### config.mk
export PLATFORM = sky130hd
export DESIGN_NAME = ast_uart
export DESIGN_NICKNAME = d
export VERILOG_FILES = /design/src/core/ast_pkg.sv /design/src/core/ast_uart.sv
export SDC_FILE = /design/constraint.sdc
export NUM_CORES = 1
export LEC_CHECK = 0
export BUFFER_PORTS_ARGS = -buffer_cell sky130_fd_sc_hd__clkbuf_2
export CORE_MARGIN = 5
export CORE_UTILIZATION = 30
export DETAILED_ROUTE_END_ITERATION = 16
export SETUP_SLACK_MARGIN = 0.05
export SLEW_MARGIN = 20
export SYNTH_ARGS = -nofsm -noshare
export SYNTH_HDL_FRONTEND = slang
export SYNTH_SLANG_ARGS = --single-unit
### constraint.sdc
create_clock -name clk_in -period 9 [get_ports clk_in]
set_input_delay 0.45 -clock clk_in [delete_from_list [all_inputs] [get_ports clk_in]]
set_output_delay 0.45 -clock clk_in [all_outputs]
set_load 0.05 [all_outputs]
### src/core/ast_pkg.sv
// Package for the asynchronous serial transceiver: register map, fields, timing counts, carriers.
// Assumes an APB master on the same clock as the transceiver.
package ast_pkg;
  // Register byte offsets
  localparam logic [7:0] AST_OFF_MODE = 8'h00;
  localparam logic [7:0] AST_OFF_STAT = 8'h04;
  localparam logic [7:0] AST_OFF_DIV = 8'h08;
  localparam logic [7:0] AST_OFF_TXD = 8'h0c;
  localparam logic [7:0] AST_OFF_RXD = 8'h10;
  // Mode register fields
  localparam int AST_MODE_ON = 15;
  localparam int AST_MODE_SIMPLEX = 11;
  localparam int AST_MODE_PIN_LO = 8;
  localparam int AST_MODE_ADDR_DET = 5;
  localparam int AST_MODE_HS = 3;
  localparam int AST_MODE_PD_LO = 1;
  localparam int AST_MODE_STOP2 = 0;
  localparam logic [15:0] AST_MODE_MASK = 16'h8b2f;
  localparam logic [15:0] AST_MODE_RST = 16'h0000;
  localparam logic [15:0] AST_DIV_RST = 16'h0000;
  // Status register fields
  localparam int AST_ST_TXSEL_LO = 14;
  localparam int AST_ST_BRK = 11;
  localparam int AST_ST_TXEN = 10;
  localparam int AST_ST_TXFULL = 9;
  localparam int AST_ST_TXIDLE = 8;
  localparam int AST_ST_RXSEL_LO = 6;
  localparam int AST_ST_PARITY_ERROR_FLAG = 3;
  localparam int AST_ST_FRAMING_ERROR_FLAG = 2;
  localparam int AST_ST_OVERRUN_ERROR_FLAG = 1;
  localparam int AST_ST_RXAV = 0;
  // Oversampling and frame timing in baud ticks and bits; queue depth, receive trigger, pin and parity codes
  localparam logic [3:0] AST_OS_STD = 4'hf;
  localparam logic [3:0] AST_OS_HS = 4'h3;
  localparam logic [3:0] AST_HALF_STD = 4'h7;
  localparam logic [3:0] AST_HALF_HS = 4'h1;
  localparam logic [3:0] AST_BRK_BITS = 4'hc;
  localparam logic [2:0] AST_FIFO_DEPTH = 3'h4;
  localparam logic [2:0] AST_RX_TRIG3 = 3'h3;
  localparam logic [1:0] AST_PIN_CTS = 2'h2;
  localparam logic [1:0] AST_PIN_BCLK = 2'h3;
  localparam logic [1:0] AST_PD_ODD = 2'h2;
  localparam logic [1:0] AST_PD_NINE = 2'h3;

  typedef enum logic [2:0] {
    TX_IDLE = 3'b000, TX_START = 3'b001, TX_DATA = 3'b010, TX_PAR = 3'b011, TX_STOP = 3'b100, TX_BREAK = 3'b101
  } ast_tx_st_t;
  typedef enum logic [2:0] {
    RX_IDLE = 3'b000, RX_START = 3'b001, RX_DATA = 3'b010, RX_PAR = 3'b011, RX_STOP = 3'b100
  } ast_rx_st_t;

  typedef struct packed {
    logic psel;
    logic penable;
    logic pwrite;
    logic [7:0] paddr;
    logic [31:0] pwdata;
    logic [3:0] pstrb;
  } ast_apb_req_t;
  typedef struct packed {
    logic [31:0] prdata;
    logic pready;
    logic pslverr;
  } ast_apb_rsp_t;

  typedef struct packed {
    logic [15:0] mode;
    logic [15:0] div;
    logic [15:0] brg_cnt;
    logic [1:0] txsel;
    logic [1:0] rxsel;
    logic brk;
    logic txen;
    logic overrun_error_flag;
    ast_tx_st_t tx_st;
    logic [3:0] tx_os;
    logic [3:0] tx_bit;
    logic [8:0] tx_sh;
    logic tx_par;
    logic [3:0][8:0] txf_mem;
    logic [1:0] txf_rd;
    logic [2:0] txf_cnt;
    ast_rx_st_t rx_st;
    logic [3:0] rx_os;
    logic [3:0] rx_bit;
    logic [8:0] rx_sh;
    logic rx_par;
    logic [3:0][10:0] rxf_mem;
    logic [1:0] rxf_rd;
    logic [2:0] rxf_cnt;
    logic rd_arm;
    logic [2:0] rx_sync;
    logic rx_lvl;
    logic [2:0] cts_sync;
    logic cts_lvl;
    logic ten_dly;
    logic tx_irq;
    logic rx_irq;
    logic txd;
    logic rts_n;
    ast_apb_rsp_t rsp;
  } ast_state_t;
endpackage

### src/core/ast_uart.sv
// Asynchronous serial transceiver: baud generator, 4-deep transmit and receive queues,
// framing, break, error flags, interrupt strobes, handshake pins and 16x baud clock.
// Assumes an APB master on clk_in; serial and handshake pins are asynchronous to it.
// Notes on behaviour
// Baud generator is a free-running 16-bit timer, period set by divisor.
// Standard speed: bit rate is clock over 16 times divisor plus one.
// High speed: bit rate is clock over 4 times divisor plus one.
// Writing the divisor clears the baud timer at once.
// Setting transmit enable raises a transmit interrupt two cycles later.
// A byte written reaches an idle shift register on the next baud tick and starts shifting.
// Setting transmit enable restarts the baud clock, so a queued byte leaves on the first tick of the restarted clock.
// Software writes both low bytes of transmit data in 9-bit mode.
// Transmit interrupt condition follows tx_irq_select.
// Receive interrupt on received characters, trigger chosen by rx_irq_select.
// With break and enable set, next written character starts a Break and is discarded.
// After the Break, hardware clears break_request and sends the next queued character.
// Software queues the sync value 55h after the dummy Break character.
// Overrun flag stays set until software clears it.
// Reading receive data pops the queue and shows the next character's error flags.
// Transmit queue holds up to four characters ahead of the shift register.
// Receive queue holds up to four characters.
// Even, odd or no parity with 8 bits, a 9-bit option, one or two stops.
// Parity, framing and overrun errors are each reported as flags.
// In 9-bit mode address detect keeps only characters whose ninth bit is one.
// The 16x baud clock exists only at standard speed.
// Pin usage 11 with module on drives the 16x baud clock on the request pin.
// Pin usage enables the handshake pins; the simplex bit selects simplex or flow-control handshaking on them.
// Frame: low start, data LSB first, optional parity, one or two high stops.
// Receiver samples bit centres from sixteen ticks at standard speed, four at high speed; low stop bit is a framing error.
`timescale 1ns/1ps
module ast_uart
  import ast_pkg::*;
(
  // Clock, reset, enable
  input wire logic clk_in,
  input wire logic reset_n_in,
  input wire logic ce_in,
  // APB slave
  input wire ast_apb_req_t apb_req_in,
  output ast_apb_rsp_t apb_rsp_out,
  // Serial and handshake pins
  input wire logic serial_in_pin_in,
  input wire logic clear_to_send_pin_n_in,
  output logic serial_out_pin_out,
  output logic request_to_send_pin_n_out,
  // Interrupt strobes
  output logic tx_irq_out,
  output logic rx_irq_out
);

  ast_state_t s_r;
  ast_state_t s_nxt;
  logic on, hs, nine, par_en, tick, cts_ok, setup, acc, mapped, wr_txen_set;
  logic tx_push, tx_pop, tx_done, rx_push, rx_ok, rx_pop;
  logic [1:0] pd, pins, tx_wi, rx_wi;
  logic [3:0] lim, half, last_bit;
  logic [8:0] tx_head, rx_d9;
  logic [10:0] rx_head;
  logic [15:0] stat_rd;

  // Byte-lane merge for 16-bit registers
  function automatic logic [15:0] ast_merge(input logic [15:0] old, input logic [31:0] wd, input logic [3:0] st);
    ast_merge = {st[1] ? wd[15:8] : old[15:8], st[0] ? wd[7:0] : old[7:0]};
  endfunction

  // Next-state logic for the whole block
  always_comb begin
    s_nxt = s_r;
    on = s_r.mode[AST_MODE_ON];
    hs = s_r.mode[AST_MODE_HS];
    pd = s_r.mode[AST_MODE_PD_LO +: 2];
    pins = s_r.mode[AST_MODE_PIN_LO +: 2];
    nine = (pd == AST_PD_NINE);
    par_en = (pd == 2'h1) || (pd == AST_PD_ODD);
    lim = hs ? AST_OS_HS : AST_OS_STD;
    half = hs ? AST_HALF_HS : AST_HALF_STD;
    last_bit = nine ? 4'h8 : 4'h7;
    tick = (s_r.brg_cnt == s_r.div);
    cts_ok = (pins != AST_PIN_CTS) || !s_r.cts_lvl;
    tx_head = s_r.txf_mem[s_r.txf_rd];
    rx_head = s_r.rxf_mem[s_r.rxf_rd];
    tx_wi = s_r.txf_rd + s_r.txf_cnt[1:0];
    rx_wi = s_r.rxf_rd + s_r.rxf_cnt[1:0];
    rx_d9 = nine ? s_r.rx_sh : {1'b0, s_r.rx_sh[8:1]};
    setup = apb_req_in.psel && !apb_req_in.penable;
    acc = apb_req_in.psel && apb_req_in.penable && s_r.rsp.pready;
    mapped = (apb_req_in.paddr == AST_OFF_MODE) || (apb_req_in.paddr == AST_OFF_STAT) ||
             (apb_req_in.paddr == AST_OFF_DIV) || (apb_req_in.paddr == AST_OFF_TXD) ||
             (apb_req_in.paddr == AST_OFF_RXD);
    wr_txen_set = 1'b0;
    tx_push = 1'b0;
    tx_pop = 1'b0;
    tx_done = 1'b0;
    rx_push = 1'b0;
    rx_ok = 1'b0;
    rx_pop = 1'b0;
    stat_rd = '0;
    stat_rd[AST_ST_TXSEL_LO +: 2] = s_r.txsel;
    stat_rd[AST_ST_BRK] = s_r.brk;
    stat_rd[AST_ST_TXEN] = s_r.txen;
    stat_rd[AST_ST_TXFULL] = (s_r.txf_cnt == AST_FIFO_DEPTH);
    stat_rd[AST_ST_TXIDLE] = (s_r.tx_st == TX_IDLE) && (s_r.txf_cnt == 3'h0);
    stat_rd[AST_ST_RXSEL_LO +: 2] = s_r.rxsel;
    stat_rd[AST_ST_PARITY_ERROR_FLAG] = (s_r.rxf_cnt != 3'h0) && rx_head[10];
    stat_rd[AST_ST_FRAMING_ERROR_FLAG] = (s_r.rxf_cnt != 3'h0) && rx_head[9];
    stat_rd[AST_ST_OVERRUN_ERROR_FLAG] = s_r.overrun_error_flag;
    stat_rd[AST_ST_RXAV] = (s_r.rxf_cnt != 3'h0);

    // Free-running baud timer
    s_nxt.brg_cnt = tick ? 16'h0000 : s_r.brg_cnt + 16'h0001;

    // Pin synchronisers, level taken when second and third stages agree
    s_nxt.rx_sync = {s_r.rx_sync[1:0], serial_in_pin_in};
    s_nxt.cts_sync = {s_r.cts_sync[1:0], clear_to_send_pin_n_in};
    if (s_r.rx_sync[2] == s_r.rx_sync[1]) begin
      s_nxt.rx_lvl = s_r.rx_sync[2];
    end
    if (s_r.cts_sync[2] == s_r.cts_sync[1]) begin
      s_nxt.cts_lvl = s_r.cts_sync[2];
    end

    // APB response prepared in the setup cycle
    s_nxt.rsp.pready = setup;
    s_nxt.rsp.pslverr = setup && !mapped;
    s_nxt.rd_arm = setup && (s_r.rxf_cnt != 3'h0);
    if (setup) begin
      case (apb_req_in.paddr)
        AST_OFF_MODE: s_nxt.rsp.prdata = {16'h0000, s_r.mode};
        AST_OFF_STAT: s_nxt.rsp.prdata = {16'h0000, stat_rd};
        AST_OFF_DIV: s_nxt.rsp.prdata = {16'h0000, s_r.div};
        AST_OFF_RXD: s_nxt.rsp.prdata = (s_r.rxf_cnt != 3'h0) ? {23'h000000, rx_head[8:0]} : 32'h00000000;
        default: s_nxt.rsp.prdata = 32'h00000000;
      endcase
    end

    // Register writes and read side effects at the access edge
    if (acc && apb_req_in.pwrite) begin
      case (apb_req_in.paddr)
        AST_OFF_MODE: s_nxt.mode = ast_merge(s_r.mode, apb_req_in.pwdata, apb_req_in.pstrb) & AST_MODE_MASK;
        AST_OFF_STAT: begin
          if (apb_req_in.pstrb[1]) begin
            s_nxt.txsel = apb_req_in.pwdata[AST_ST_TXSEL_LO +: 2];
            s_nxt.brk = apb_req_in.pwdata[AST_ST_BRK];
            s_nxt.txen = apb_req_in.pwdata[AST_ST_TXEN];
            wr_txen_set = apb_req_in.pwdata[AST_ST_TXEN] && !s_r.txen;
          end
          if (apb_req_in.pstrb[0]) begin
            s_nxt.rxsel = apb_req_in.pwdata[AST_ST_RXSEL_LO +: 2];
            s_nxt.overrun_error_flag = s_r.overrun_error_flag && apb_req_in.pwdata[AST_ST_OVERRUN_ERROR_FLAG];
          end
        end
        AST_OFF_DIV: begin
          s_nxt.div = ast_merge(s_r.div, apb_req_in.pwdata, apb_req_in.pstrb);
          s_nxt.brg_cnt = 16'h0000;
        end
        AST_OFF_TXD: tx_push = nine ? (apb_req_in.pstrb[1:0] == 2'h3) : apb_req_in.pstrb[0];
        default: ;
      endcase
    end
    rx_pop = acc && !apb_req_in.pwrite && (apb_req_in.paddr == AST_OFF_RXD) && s_r.rd_arm;

    // Enabling the transmitter restarts the baud clock and schedules an interrupt
    if (wr_txen_set) begin
      s_nxt.brg_cnt = 16'h0000;
      s_nxt.tx_os = 4'h0;
    end
    s_nxt.ten_dly = wr_txen_set;

    // Transmit engine; a frame starts on a baud tick so the start bit lasts a full bit
    if (s_r.tx_st == TX_IDLE) begin
      if (on && s_r.txen && (s_r.txf_cnt != 3'h0) && cts_ok && tick) begin
        tx_pop = 1'b1;
        s_nxt.tx_os = 4'h0;
        s_nxt.tx_bit = 4'h0;
        if (s_r.brk) begin
          s_nxt.tx_st = TX_BREAK;
        end else begin
          s_nxt.tx_sh = tx_head;
          s_nxt.tx_par = (^tx_head[7:0]) ^ (pd == AST_PD_ODD);
          s_nxt.tx_st = TX_START;
        end
      end
    end else if (tick) begin
      if (s_r.tx_os != lim) begin
        s_nxt.tx_os = s_r.tx_os + 4'h1;
      end else begin
        s_nxt.tx_os = 4'h0;
        case (s_r.tx_st)
          TX_START: s_nxt.tx_st = TX_DATA;
          TX_DATA: begin
            s_nxt.tx_sh = {1'b0, s_r.tx_sh[8:1]};
            s_nxt.tx_bit = s_r.tx_bit + 4'h1;
            if (s_r.tx_bit == last_bit) begin
              s_nxt.tx_bit = 4'h0;
              s_nxt.tx_st = par_en ? TX_PAR : TX_STOP;
            end
          end
          TX_PAR: s_nxt.tx_st = TX_STOP;
          TX_STOP: begin
            if (s_r.mode[AST_MODE_STOP2] && (s_r.tx_bit == 4'h0)) begin
              s_nxt.tx_bit = 4'h1;
            end else begin
              s_nxt.tx_st = TX_IDLE;
              tx_done = 1'b1;
            end
          end
          TX_BREAK: begin
            s_nxt.tx_bit = s_r.tx_bit + 4'h1;
            if (s_r.tx_bit == AST_BRK_BITS) begin
              s_nxt.brk = 1'b0;
              s_nxt.tx_bit = 4'h1;
              s_nxt.tx_st = TX_STOP;
            end
          end
          default: s_nxt.tx_st = TX_IDLE;
        endcase
      end
    end

    // Receive engine, oversampled from the baud tick
    if (tick) begin
      case (s_r.rx_st)
        RX_IDLE: begin
          if (!s_r.rx_lvl) begin
            s_nxt.rx_st = RX_START;
            s_nxt.rx_os = 4'h0;
          end
        end
        RX_START: begin
          if (s_r.rx_os == half) begin
            s_nxt.rx_os = 4'h0;
            s_nxt.rx_bit = 4'h0;
            s_nxt.rx_st = s_r.rx_lvl ? RX_IDLE : RX_DATA;
          end else begin
            s_nxt.rx_os = s_r.rx_os + 4'h1;
          end
        end
        RX_DATA: begin
          if (s_r.rx_os == lim) begin
            s_nxt.rx_os = 4'h0;
            s_nxt.rx_sh = {s_r.rx_lvl, s_r.rx_sh[8:1]};
            s_nxt.rx_bit = s_r.rx_bit + 4'h1;
            if (s_r.rx_bit == last_bit) begin
              s_nxt.rx_st = par_en ? RX_PAR : RX_STOP;
            end
          end else begin
            s_nxt.rx_os = s_r.rx_os + 4'h1;
          end
        end
        RX_PAR: begin
          if (s_r.rx_os == lim) begin
            s_nxt.rx_os = 4'h0;
            s_nxt.rx_par = s_r.rx_lvl;
            s_nxt.rx_st = RX_STOP;
          end else begin
            s_nxt.rx_os = s_r.rx_os + 4'h1;
          end
        end
        RX_STOP: begin
          if (s_r.rx_os == lim) begin
            rx_push = !(nine && s_r.mode[AST_MODE_ADDR_DET] && !rx_d9[8]);
            s_nxt.rx_st = RX_IDLE;
          end else begin
            s_nxt.rx_os = s_r.rx_os + 4'h1;
          end
        end
        default: s_nxt.rx_st = RX_IDLE;
      endcase
    end

    // Module off: engines held idle
    if (!on) begin
      s_nxt.tx_st = TX_IDLE;
      s_nxt.rx_st = RX_IDLE;
      tx_pop = 1'b0;
      rx_push = 1'b0;
    end

    // Transmit queue
    if (tx_push && !((s_r.txf_cnt == AST_FIFO_DEPTH) && !tx_pop)) begin
      s_nxt.txf_mem[tx_wi] = nine ? apb_req_in.pwdata[8:0] : {1'b0, apb_req_in.pwdata[7:0]};
    end else begin
      tx_push = 1'b0;
    end
    s_nxt.txf_cnt = s_r.txf_cnt + {2'b00, tx_push} - {2'b00, tx_pop};
    if (tx_pop) begin
      s_nxt.txf_rd = s_r.txf_rd + 2'h1;
    end

    // Receive queue with overrun detection
    rx_ok = rx_push && !((s_r.rxf_cnt == AST_FIFO_DEPTH) && !rx_pop);
    if (rx_push && !rx_ok) begin
      s_nxt.overrun_error_flag = 1'b1;
    end
    if (rx_ok) begin
      s_nxt.rxf_mem[rx_wi] = {par_en && ((^rx_d9[7:0]) ^ s_r.rx_par ^ (pd == AST_PD_ODD)),
                             !s_r.rx_lvl, rx_d9};
    end
    s_nxt.rxf_cnt = s_r.rxf_cnt + {2'b00, rx_ok} - {2'b00, rx_pop};
    if (rx_pop) begin
      s_nxt.rxf_rd = s_r.rxf_rd + 2'h1;
    end

    // Interrupt strobes
    case (s_r.txsel)
      2'h1: s_nxt.tx_irq = s_r.ten_dly || (tx_done && (s_nxt.txf_cnt == 3'h0));
      2'h2: s_nxt.tx_irq = s_r.ten_dly || (tx_pop && (s_r.txf_cnt == 3'h1));
      default: s_nxt.tx_irq = s_r.ten_dly || tx_pop;
    endcase
    case (s_r.rxsel)
      2'h2: s_nxt.rx_irq = rx_ok && (s_nxt.rxf_cnt == AST_RX_TRIG3);
      2'h3: s_nxt.rx_irq = rx_ok && (s_nxt.rxf_cnt == AST_FIFO_DEPTH);
      default: s_nxt.rx_irq = rx_ok;
    endcase

    // Serial line level from the next transmit state
    case (s_nxt.tx_st)
      TX_START, TX_BREAK: s_nxt.txd = 1'b0;
      TX_DATA: s_nxt.txd = s_nxt.tx_sh[0];
      TX_PAR: s_nxt.txd = s_nxt.tx_par;
      default: s_nxt.txd = 1'b1;
    endcase

    // Request pin: idle, handshake or 16x baud clock
    if (!on || (pins == 2'h0)) begin
      s_nxt.rts_n = 1'b1;
    end else if (pins == AST_PIN_BCLK) begin
      s_nxt.rts_n = !hs && (s_r.brg_cnt <= {1'b0, s_r.div[15:1]});
    end else if (s_r.mode[AST_MODE_SIMPLEX]) begin
      s_nxt.rts_n = (s_nxt.tx_st == TX_IDLE);
    end else begin
      s_nxt.rts_n = (s_nxt.rxf_cnt == AST_FIFO_DEPTH);
    end
  end

  // State register, frozen while the clock enable is low
  always_ff @(posedge clk_in or negedge reset_n_in) begin
    if (!reset_n_in) begin
      s_r <= '0;
      s_r.rx_sync <= 3'h7;
      s_r.rx_lvl <= 1'b1;
      s_r.cts_sync <= 3'h7;
      s_r.cts_lvl <= 1'b1;
      s_r.txd <= 1'b1;
      s_r.rts_n <= 1'b1;
    end else if (ce_in) begin
      s_r <= s_nxt;
    end
  end

  // Outputs straight from the state register
  assign apb_rsp_out = s_r.rsp;
  assign serial_out_pin_out = s_r.txd;
  assign request_to_send_pin_n_out = s_r.rts_n;
  assign tx_irq_out = s_r.tx_irq;
  assign rx_irq_out = s_r.rx_irq;

  // Checks on the design's own behaviour
  a_div_clears_brg: assert property (@(posedge clk_in) disable iff (!reset_n_in)
    (ce_in && acc && apb_req_in.pwrite && (apb_req_in.paddr == AST_OFF_DIV)) |=> (s_r.brg_cnt == 16'h0000))
    else $error("divisor write did not clear baud timer");
  a_brg_in_range: assert property (@(posedge clk_in) disable iff (!reset_n_in)
    (s_r.brg_cnt <= s_r.div))
    else $error("baud timer passed divisor");
  a_txen_irq_two: assert property (@(posedge clk_in) disable iff (!reset_n_in)
    (ce_in && wr_txen_set) ##1 ce_in |=> tx_irq_out)
    else $error("transmit interrupt not two cycles after enable");
  a_start_low: assert property (@(posedge clk_in) disable iff (!reset_n_in)
    ((s_r.tx_st == TX_START) || (s_r.tx_st == TX_BREAK)) |-> !serial_out_pin_out)
    else $error("start or break bit not low");
  a_stop_high: assert property (@(posedge clk_in) disable iff (!reset_n_in)
    ((s_r.tx_st == TX_STOP) || (s_r.tx_st == TX_IDLE)) |-> serial_out_pin_out)
    else $error("stop bit or idle not high");
  a_break_clears: assert property (@(posedge clk_in) disable iff (!reset_n_in)
    (s_r.tx_st == TX_BREAK) ##1 (s_r.tx_st == TX_STOP) |-> !s_r.brk)
    else $error("break request left set after break");
  a_overrun_error_flag_sticky: assert property (@(posedge clk_in) disable iff (!reset_n_in)
    (s_r.overrun_error_flag && !(acc && apb_req_in.pwrite && (apb_req_in.paddr == AST_OFF_STAT))) |=> s_r.overrun_error_flag)
    else $error("overrun flag dropped without software clear");
  a_fifo_bound: assert property (@(posedge clk_in) disable iff (!reset_n_in)
    (s_r.txf_cnt <= AST_FIFO_DEPTH) && (s_r.rxf_cnt <= AST_FIFO_DEPTH))
    else $error("queue count above depth");
  a_rx_pop_count: assert property (@(posedge clk_in) disable iff (!reset_n_in)
    (ce_in && rx_pop && !rx_ok) |=> (s_r.rxf_cnt == $past(s_r.rxf_cnt) - 3'h1))
    else $error("receive read did not pop");
  a_cts_holds: assert property (@(posedge clk_in) disable iff (!reset_n_in)
    ((pins == AST_PIN_CTS) && s_r.cts_lvl && (s_r.tx_st == TX_IDLE)) |=> (s_r.tx_st == TX_IDLE))
    else $error("transmit started while clear-to-send inactive");

endmodule

==> reports/results.ini, run 1 <==
[run_status]
failed_checks=negative hold slack
status=finished, violations left

[grt]
grt_pass1_wl_mm=45.37
antenna_found_initial=1
grt_pass1_vias=8136
grt_use_met3_pct=2.264
busiest_layer=met2
grt-ovfl-total=0
grtUsageMet1_pct=18.20
grt_util_met2_pct=21.77
grt.total_usage_pct=13.35
grt_max_degree=88

[floorplanning]
rows=71
start_util_pct=30.33
die_y_um=205.1
core-area_mm2=0.03767
dieArea_mm2=0.04208
die_w_um=205.1
pin_count=90

[placed_design]
dpl.cell_count=1587
io_buffers=55
gp_routability_congestion=0.8654
pre_cts_ws_ns=4.403
placed_area_mm2=0.01202
dp_hpwl_mm=20.11

[finish]
final_cells=1634
fill_cells=3813
multi_input_area_mm2=0.005563
seqCellArea_mm2=0.005318
drive_gt1_share_pct=21.39
fin_area_mm2=0.01291
fin_nets=1188
syn_to_final_growth_pct=13.02

[synthesis]
synth-seq-cells=212
synthArstFlopShare_pct=100.0
synth_edf_count=0
syn_inst=1079
yosys_warnings=0
ys_types=77
netlist_area_mm2=0.01142
synth_flop_cell=dfrtp_1
ys_seq_area_share_pct=46.54
syn_area_per_cell_um2=10.59

[cts]
root_buffer=clkbuf_16
cts_made_buffers=25
cts_buffer_depth=3
cts_max_level=1
cts.clk_slew.worst_paths_ns=0.06
cts_tree=done
cts_resized=0
cts_setup_buffers=0
hold_buffers=0
cts_sinks=212
clkLatencyLatePin_ns=0.52

[timing]
fin_crit_sh_pct=52.09
hold_viol=19
finalMaxSlewViolations=0
max_freq_ghz=0.2133
maxSlewHeadroom_pct=35.27
fin_worst_skew_ns=0.009453
holdWs_ns=-0.04685
setup_tns_ns=0
finalWorstSetupSlack_ns=4.312
setup_viol=0
fin_crit_ns=4.688
rsz0062_at_grt=no
tightest_slew_ns=0.9635

[worst_setup_path]
cp_max_fo=17
cp_num_buf_inv=2
worstPathCellList=xor2_1, nor4_1, nand4_2, o31a_1, nor3_1, nand2_1, ha_1, inv_1, ha_1, inv_1, fa_1, xor2_1, xnor2_1, and3_1, a311oi_1, a21oi_1
crit_path_top_delay_cell=a311oi_1
path_class=reg2reg
cp-start-kind=flip-flop
cp.required_ns=9.37
path_delay_family=simple AND/OR/NAND/NOR gates
cp-end-kind=flip-flop
critPathArrivalTime_ns=5.06
cpPeakStageDelay_ns=0.60

[drt]
first_pass_iters=5
drtIter0Drc=539
ant_nets=0
wirelength_mm=28.14
viasPerCell=4.949
vias=8087
drc=0
wl_per_cell_um=17.22

[power]
p_per_area_mw_per_mm2=196.6
total_power_mw=2.538
power_leakage_nw=5.829
vdd_drop_max_uv=126.0

[min_path]
min_path_type=in2async

[job]
maxCapViolCount=0

[metal layers]
layer	routed length [um]	vias to the layer above
met1	12610	4006
met2	13340	170
met3	1342	54
li1	-	3857
met4	846	0
met5	0	-
[area by class of cell]
type | instances | share of cell area, %
antenna | 1 | 0.01938
clock buffer | 35 | 5.601
clock inverter | 11 | 1.250
inverter | 45 | 1.308
multi-input combinational | 757 | 43.08
sequential | 212 | 41.18
tap | 511 | 4.952
timing repair buffer | 62 | 2.607
[worst reg2reg max path, delay by kind of cell, from the launching register on]
kind,cells,cell delay [ns]
simple gates,5,1.39
compound gates,3,1.30
fa+ha+maj,3,0.81
xor+xnor,3,0.52
flops,1,0.43
buf+inv,2,0.10
[worst paths after layout]
path                       depth (start not counted)  slack (ns)                     endpoint                         from
max                                               16        4.31       tx_irq_out$_DFFE_PN0P_         s_r[215]$_DFFE_PN0P_
min                                                1       -0.05         s_r[196]$_DFFE_PN0P_                   reset_n_in
max reg2reg                                       16        4.31       tx_irq_out$_DFFE_PN0P_         s_r[215]$_DFFE_PN0P_
min reg2reg                                        2        0.48  apb_rsp_out[14]$_DFFE_PN0P_  apb_rsp_out[14]$_DFFE_PN0P_
max in group asynchronous                          2        7.66         s_r[111]$_DFFE_PN0P_                   reset_n_in
min in group clk_in                                2        0.16         s_r[216]$_DFFE_PN0P_               apb_req_in[17]
[report_power, final]
part | internal [mW] | switching, mW | leakage [nW]
clock | 0.674 | 0.395 | 0.437
sequential | 1.01 | 0.0750 | 2.86
combinational | 0.133 | 0.254 | 2.54
[kinds of logic (layout without fill, tap and decap cells)]
kind of cell	Yosys count	in the layout	share of synthesized area (%)
xor gates and xnor gates	51	51	3.910
DFF	212	212	46.54
muxes	124	124	14.00
and+or+nand+nor	304	304	14.00
adders and majority gates	34	34	3.833
AOI/OAI and AO/OA	228	228	12.29
buffers and inverters	125	153	5.399
other	1	17	0.03282
[synth_stat cells, types with 20 or more instances]
| library cell | n | area (um2) |
|---|---|---|
| buf_4 | 35 | 262.8 |
| inv_1 | 45 | 168.9 |
| mux4_2 | 20 | 450.4 |
| mux2_2 | 86 | 968.4 |
| xor2_1 | 23 | 201.4 |
| o21ai_0 | 104 | 520.5 |
| xnor2_1 | 28 | 245.2 |
| clkbuf_1 | 35 | 131.4 |
| nor2_1 | 48 | 180.2 |
| nand2_1 | 111 | 416.7 |
| a21oi_1 | 37 | 185.2 |
| nor3_1 | 23 | 115.1 |
| ha_1 | 31 | 387.9 |
| dfrtp_1 | 202 | 5055 |
[metrics by stage]
stage	hold WS, ns	utilization, %
2_1_floorplan	0.1544	-
3_3_place_gp	0.4573	31.91
4_1_cts	0.001200	34.26
5_1_grt	0.04264	34.28
3_5_place_dp	0.4690	31.91
6_report	-0.04685	34.28
[registers in the layout (all words and copies together) (netlist names)]
register,cells
pins,2
hs,1
serial_out_pin_out,1
s_r,180
apb_rsp_out,18
s_nxt,4
pd,2
tx_irq_out,1
request_to_send_pin_n_out,1
on,1
rx_irq_out,1
[cells in the final DEF, fill, tap and decap left out, types with 7 or more instances in the layout]
cell type | netlist | routed
dfstp_2 | 10 | 10
buf_4 | 35 | 7
a21oi_1 | 37 | 37
mux2_2 | 86 | 86
nand2_1 | 111 | 111
nand3_1 | 16 | 16
xor2_1 | 23 | 23
conb_1 | 1 | 16
nor4_1 | 10 | 9
inv_1 | 45 | 45
o2bb2ai_1 | 7 | 7
a22oi_1 | 11 | 11
ha_1 | 31 | 31
a22o_1 | 13 | 13
xnor2_1 | 28 | 28
nor3_1 | 23 | 22
nand2b_1 | 15 | 15
and3_1 | 16 | 16
nor2b_1 | 10 | 10
o21ai_1 | 7 | 7
nor2_1 | 48 | 48
nand4_1 | 8 | 8
clkbuf_16 | 0 | 25
dfrtp_1 | 202 | 202
clkbuf_2 | 0 | 54
o21ai_0 | 104 | 104
clkbuf_8 | 0 | 7
mux2i_1 | 18 | 18
mux4_2 | 20 | 20
Power figures use the tool's default switching activity.
==> inputs of run 2 (changes only) <==
Clock period 9 ns to 3.9 ns, I/O delays scaled along.
==> reports/results.ini, run 2 (synthesized netlist as in run 1, its figures left out) <==
[run_status]
status=completed

[finish]
final_cell_mix=dfrtp_1 (201), nand2_1 (111), o21ai_0 (104)
fill_cells=3779  ; -0.89%
regMostFlops=s_r
multi_input_area_mm2=0.005603  ; +0.72%
seqCellArea_mm2=0.005319  ; about the same
layout_commonest_cell=dfrtp_1
fin_area_mm2=0.01330  ; +3.0%
syn_to_final_growth_pct=16.44
fin_nets=1236  ; +4.0%
largest_register_ffs=180  ; unchanged
drive_gt1_share_pct=24.29  ; +2.9 points

[drt]
viasPerCell=4.976  ; +0.55%
wirelength_mm=29.17  ; +3.6%
vias=8365  ; +3.4%
wl_per_cell_um=17.35  ; +0.74%
drtIter0Drc=500  ; -7.2%
first_pass_iters=5  ; unchanged
ant_nets=0  ; unchanged
drc=0  ; unchanged

[cts]
cts.clk_slew.worst_paths_ns=0.06  ; about the same
cts_max_level=1  ; unchanged
cts_sinks=212  ; unchanged
clkLatencyLatePin_ns=0.52  ; about the same
cts_setup_buffers=0  ; unchanged
cts_buffer_depth=3  ; unchanged
cts_tree=done
cts_made_buffers=24  ; -4.0%
root_buffer=clkbuf_16

[timing]
finalMaxSlewViolations=0  ; unchanged
rsz0062_at_grt=no
max_freq_ghz=0.2740  ; +28%
tightest_slew_ns=1.104  ; +0.1408 ns
fin_worst_skew_ns=0.01447  ; +0.005014 ns
fin_crit_sh_pct=93.57  ; +41 points
maxSlewHeadroom_pct=25.82  ; -9.5 points
hold_viol=0  ; -19
setup_tns_ns=0  ; unchanged
fin_crit_ns=3.649  ; -1.038 ns
setup_viol=0  ; unchanged

[worst_setup_path]
cp-end-kind=flip-flop
path_class=reg2reg
cp_max_fo=16  ; -1
ff2ff_path_depth=15  ; -1
worstPathCellList=xor2_1, nor4_2, nand4_2, buf_4, nand2b_1, ha_1, inv_1, ha_1, fa_1, xnor2_2, xnor2_1, nor4_1, o21ai_0, nand4_1, o32a_1
worst-r2r-setup-slack_ns=0.25  ; -4.06 ns
crit_path_top_delay_cell=dfrtp_1
cp-start-kind=flip-flop
cpPeakStageDelay_ns=0.44  ; -0.16 ns
critPathArrivalTime_ns=4.10  ; -0.96 ns
cp_num_cells=15  ; -1
cp_num_buf_inv=2  ; unchanged
cp.required_ns=4.35  ; -5.02 ns
path_delay_family=simple AND/OR/NAND/NOR gates
crit_top_cell=ha_1

[grt]
grt_pass1_wl_mm=47.00  ; +3.6%
grt_max_degree=87  ; -1.1%
antenna_found_initial=1  ; unchanged
grt-ovfl-total=0  ; unchanged
grt_pass1_vias=8298  ; +2.0%
grt.total_usage_pct=13.95  ; +0.59 points

[floorplanning]
die_w_um=205.1  ; unchanged
dieArea_mm2=0.04208  ; unchanged
pin_count=90  ; unchanged
die_y_um=205.1  ; unchanged
core-area_mm2=0.03767  ; unchanged
rows=71  ; unchanged
start_util_pct=30.33  ; unchanged

[min_path]
min_path_type=in2reg
holdPathStages=2

[power]
p_per_area_mw_per_mm2=437.5  ; +120%
vdd_drop_max_uv=251.5  ; +100%
power_leakage_nw=6.062  ; +4.0%

[placed_design]
gp_routability_congestion=0.8389  ; -3.1%
io_buffers=55  ; unchanged
placed_area_mm2=0.01233  ; +2.5%
dp_hpwl_mm=21.22  ; +5.5%

[job]
maxCapViolCount=0  ; unchanged

[run 2: stage by stage]
step	instances	util, %	setup WS (ns)	power [mW]	hold slack, ns
finish	1681	35.32	0.2506	5.820	0.03235
global route	1680	35.31	0.03346	6.105	0.03326
CTS	1680	35.19	0.1745	5.876	0.01886
detailed placement	1626	32.72	0.2030	3.523	0.2675
global placement	1626	32.72	0.2246	3.504	0.2604
floorplan	1094	-	0.4119	3.198	-0.1006
[run 2: path summary, 6_finish.rpt]
check,startpoint,endpoint
max,s_r[199]$_DFFE_PN0P_,request_to_send_pin_n_out$_DFFE_PN1P_
min,apb_req_in[8],s_r[207]$_DFFE_PN0P_
max reg2reg,s_r[199]$_DFFE_PN0P_,request_to_send_pin_n_out$_DFFE_PN1P_
min reg2reg,s_r[69]$_DFFE_PN0P_,s_r[69]$_DFFE_PN0P_
max in group asynchronous,reset_n_in,s_r[39]$_DFFE_PN1P_
min in group asynchronous,reset_n_in,s_r[198]$_DFFE_PN0P_
[run 2: routing by layer]
metal	vias up	track usage (%)	part of all wire, %
li1	3955	-	-
met1	4170	19.19	45
met2	182	22.42	47
met3	58	2.580	5.5
met4	0	4.282	3.1
met5	-	0	0
[run 2: worst register-to-register path, cell delays in order (launching register included)]
cell,delay (ns)
dfrtp_1,0.44
xor2_1,0.18
nor4_2,0.33
nand4_2,0.19
buf_4,0.26
nand2b_1,0.17
ha_1,0.27
inv_1,0.04
ha_1,0.18
fa_1,0.42
xnor2_2,0.17
xnor2_1,0.24
nor4_1,0.10
o21ai_0,0.18
nand4_1,0.11
o32a_1,0.31
[run 2: layout make-up]
| type | instances | share of cell area, % |
|---|---|---|
| flip-flops and latches | 212 | 39.98 |
| inverters | 45 | 1.270 |
| clock inverters | 5 | 0.3762 |
| repair buffers | 111 | 5.577 |
| multi-input cells | 757 | 42.12 |
| clock buffers | 39 | 5.850 |
| diodes | 1 | 0.01881 |
| well taps | 511 | 4.806 |
[run 2: what timing repair did]
item / 4_1_cts / 5_1_grt
hold buffers: 10 / 0
endpoints found under the hold margin: 82 / 0
gates resized for setup: 0 / 7
setup endpoints to repair: 0 / 2
[run 2: report_power, final]
part           internal [mW]  switching, mW
Combinational          0.378          0.675
Sequential              2.33          0.122
Clock                   1.42          0.897
==> inputs of run 3 (changes only) <==
Settings changed: ABC_AREA from default to 1, CORE_UTILIZATION 30 to 55, PLACE_DENSITY from default to 0.77.
==> reports/results.ini, run 3 <==
[drt]
wirelength_mm=32.18  ; +10%
vias=11010  ; +32%
first_pass_iters=6  ; +1
viasPerCell=5.692  ; +14%
drc=0  ; unchanged
ant_nets=0  ; unchanged
wl_per_cell_um=16.64  ; -4.1%
drtIter0Drc=897  ; +79%

[placed_design]
io_buffers=55  ; unchanged
placed_area_mm2=0.01250  ; +1.4%
dp_hpwl_mm=22.71  ; +7.0%
dpl.cell_count=1878  ; +15%
gp_routability_congestion=0.9735  ; +16%

[power]
power_leakage_nw=6.645  ; +9.6%
total_power_mw=5.258  ; -9.6%
vdd_drop_max_uv=383.4  ; +52%
p_per_area_mw_per_mm2=392.5  ; -10%

[cts]
clkLatencyLatePin_ns=0.52  ; about the same
cts.clk_slew.worst_paths_ns=0.06  ; about the same
cts_sinks=212  ; unchanged
cts_tree=done
cts_max_level=1  ; unchanged
cts_setup_buffers=0  ; unchanged
root_buffer=clkbuf_16
cts_buffer_depth=3  ; unchanged
cts_made_buffers=24  ; unchanged

[grt]
grt_pass1_vias=10250  ; +24%
grt_pass1_wl_mm=51.56  ; +9.7%
grt-ovfl-total=0  ; unchanged
antenna_found_initial=1  ; unchanged
grt.total_usage_pct=25.40  ; +11 points
grt_max_degree=98  ; +13%

[worst_setup_path]
critPathArrivalTime_ns=4.03  ; -0.07 ns
cp-start-kind=flip-flop
cp_max_fo=5  ; -11
path_class=reg2reg
ff2ff_path_depth=19  ; +4
cp-end-kind=flip-flop
cp.required_ns=4.31  ; -0.04 ns

[synthesis]
yosys_warnings=0  ; unchanged
netlist_area_mm2=0.01209  ; +5.8%
synth_edf_count=0  ; unchanged
synth-seq-cells=212  ; unchanged
synth.area.top_cells=dfrtp_1 (42%), nand2_1 (14%), o21ai_0 (7.2%)
synthArstFlopShare_pct=100.0  ; unchanged
syn_inst=1589  ; +47%
ys_types=52  ; -32%
synth_flop_cell=dfrtp_1
synth_most_common_cell=nand2_1
ys_seq_area_share_pct=43.98  ; -2.6 points
netlist.area_leader.share_pct=41.80  ; -2.4 points
syn_area_per_cell_um2=7.610  ; -28%
yosysTopAreaCell=dfrtp_1
synth_top_cells_by_count=nand2_1 (466), dfrtp_1 (202), o21ai_0 (173)

[timing]
fin_crit_ns=3.617  ; -0.03250 ns
max_freq_ghz=0.2765  ; +0.90%
holdWs_ns=0.04299  ; +0.01064 ns
maxSlewHeadroom_pct=38.39  ; +13 points
finalMaxSlewViolations=0  ; unchanged
setup_tns_ns=0  ; unchanged
hold_viol=0  ; unchanged
rsz0062_at_grt=no
tightest_slew_ns=0.9207  ; -0.1835 ns
fin_crit_sh_pct=92.74  ; -0.83 points
fin_worst_skew_ns=0.01406  ; -0.0004063 ns
setup_viol=0  ; unchanged

[floorplanning]
start_util_pct=55.58  ; +25 points
dieArea_mm2=0.02505  ; -40%
core-area_mm2=0.02176  ; -42%
rows=54  ; -24%
die_w_um=158.3  ; -23%
pin_count=90  ; unchanged
die_y_um=158.3  ; -23%

[run_status]
status=completed

[finish]
largest_register_ffs=180  ; unchanged
antenna_cells=0  ; -1
layout_commonest_cell=nand2_1
fin_nets=1721  ; +39%
fin_area_mm2=0.01340  ; +0.71%
final_cells=1934  ; +15%
regMostFlops=s_r
drive_gt1_share_pct=9.311  ; -15 points
syn_to_final_growth_pct=10.80
fill_cells=1905  ; -50%
final_cell_mix=nand2_1 (466), dfrtp_1 (202), o21ai_0 (173)

[job]
maxCapViolCount=0  ; unchanged

[min_path]
holdPathStages=3  ; +1
min_path_type=in2reg

[run 3: critical path: stages, from the launching register on]
cell     delay [ns]
dfrtp_1        0.42
inv_1          0.13
nand2_1        0.08
nand2_1        0.04
nor2_1         0.13
nand2_1        0.12
nor2_2         0.29
nand2_2        0.08
nor2_1         0.13
buf_4          0.17
nand3_1        0.10
ha_1           0.31
inv_1          0.04
ha_1           0.18
fa_1           0.38
xor2_1         0.28
nand3_1        0.19
nor2_1         0.13
nor3_1         0.07
o31ai_1        0.23
[run 3: final timing paths]
path | from | end | slack (ns)
worst min-delay path | apb_req_in[6] | s_r[205]$_DFFE_PN0P_ | 0.04
worst max-delay path | s_r[199]$_DFFE_PN0P_ | rx_irq_out$_DFFE_PN0P_ | 0.28
max in group asynchronous | reset_n_in | s_r[46]$_DFFE_PN1P_ | 2.54
worst min register to register | serial_out_pin_out$_DFFE_PN1P_ | serial_out_pin_out$_DFFE_PN1P_ | 0.47
worst max register to register | s_r[199]$_DFFE_PN0P_ | rx_irq_out$_DFFE_PN0P_ | 0.28
min in group asynchronous | reset_n_in | s_r[198]$_DFFE_PN0P_ | 0.30
[run 3: area by class of cell]
type	count	area [um2]	share of cell area (%)
clock buffer	34	669.4	4.996
clock inverter	10	100.1	0.7471
inverter	167	626.9	4.679
multi-input combinational	1143	5757	42.97
sequential	212	5318	39.69
tap	280	350.3	2.615
timing repair buffer	88	576.8	4.305
[run 3: metal layers]
metal  vias up  wire [um]  GRT usage (%)
met1      5202      13190          33.89
met2       413      15410          42.44
li1       5301          -              -
met3        91       2371          3.588
met4         2       1196          9.383
met5         -         13              0
[run 3: repair_timing]
item	in CTS	in global routing
resized for setup	0	1
hold buffers	12	0
endpoints found under the setup margin	0	1
endpoints found under the hold margin	113	0
[run 3: cells by family (layout without fill, tap and decap cells)]
group	Yosys count	after routing	share of synthesized area, %
DFF	212	212	43.98
xor gates and xnor gates	34	34	2.463
AOI/OAI and AO/OA	286	286	13.11
and+or+nand+nor	764	764	27.04
buffers and inverters	249	299	8.920
adders and majority gates	33	33	3.539
other	1	16	0.03101
muxes	10	10	0.9210
[run 3: metrics by stage]
step           util [%]  setup slack (ns)
2_1_floorplan         -            0.8419
3_3_place_gp      57.47            0.4592
3_5_place_dp      57.47            0.3892
4_1_cts           61.56            0.3078
5_1_grt           61.58           0.05795
6_report          61.58            0.2831
[run 3: power breakdown]
group	internal [mW]	leakage (nW)	switching, mW
Sequential	2.30	2.70	0.118
Clock	1.33	0.384	0.894
Combinational	0.193	3.56	0.428
Total	3.82	6.64	1.44
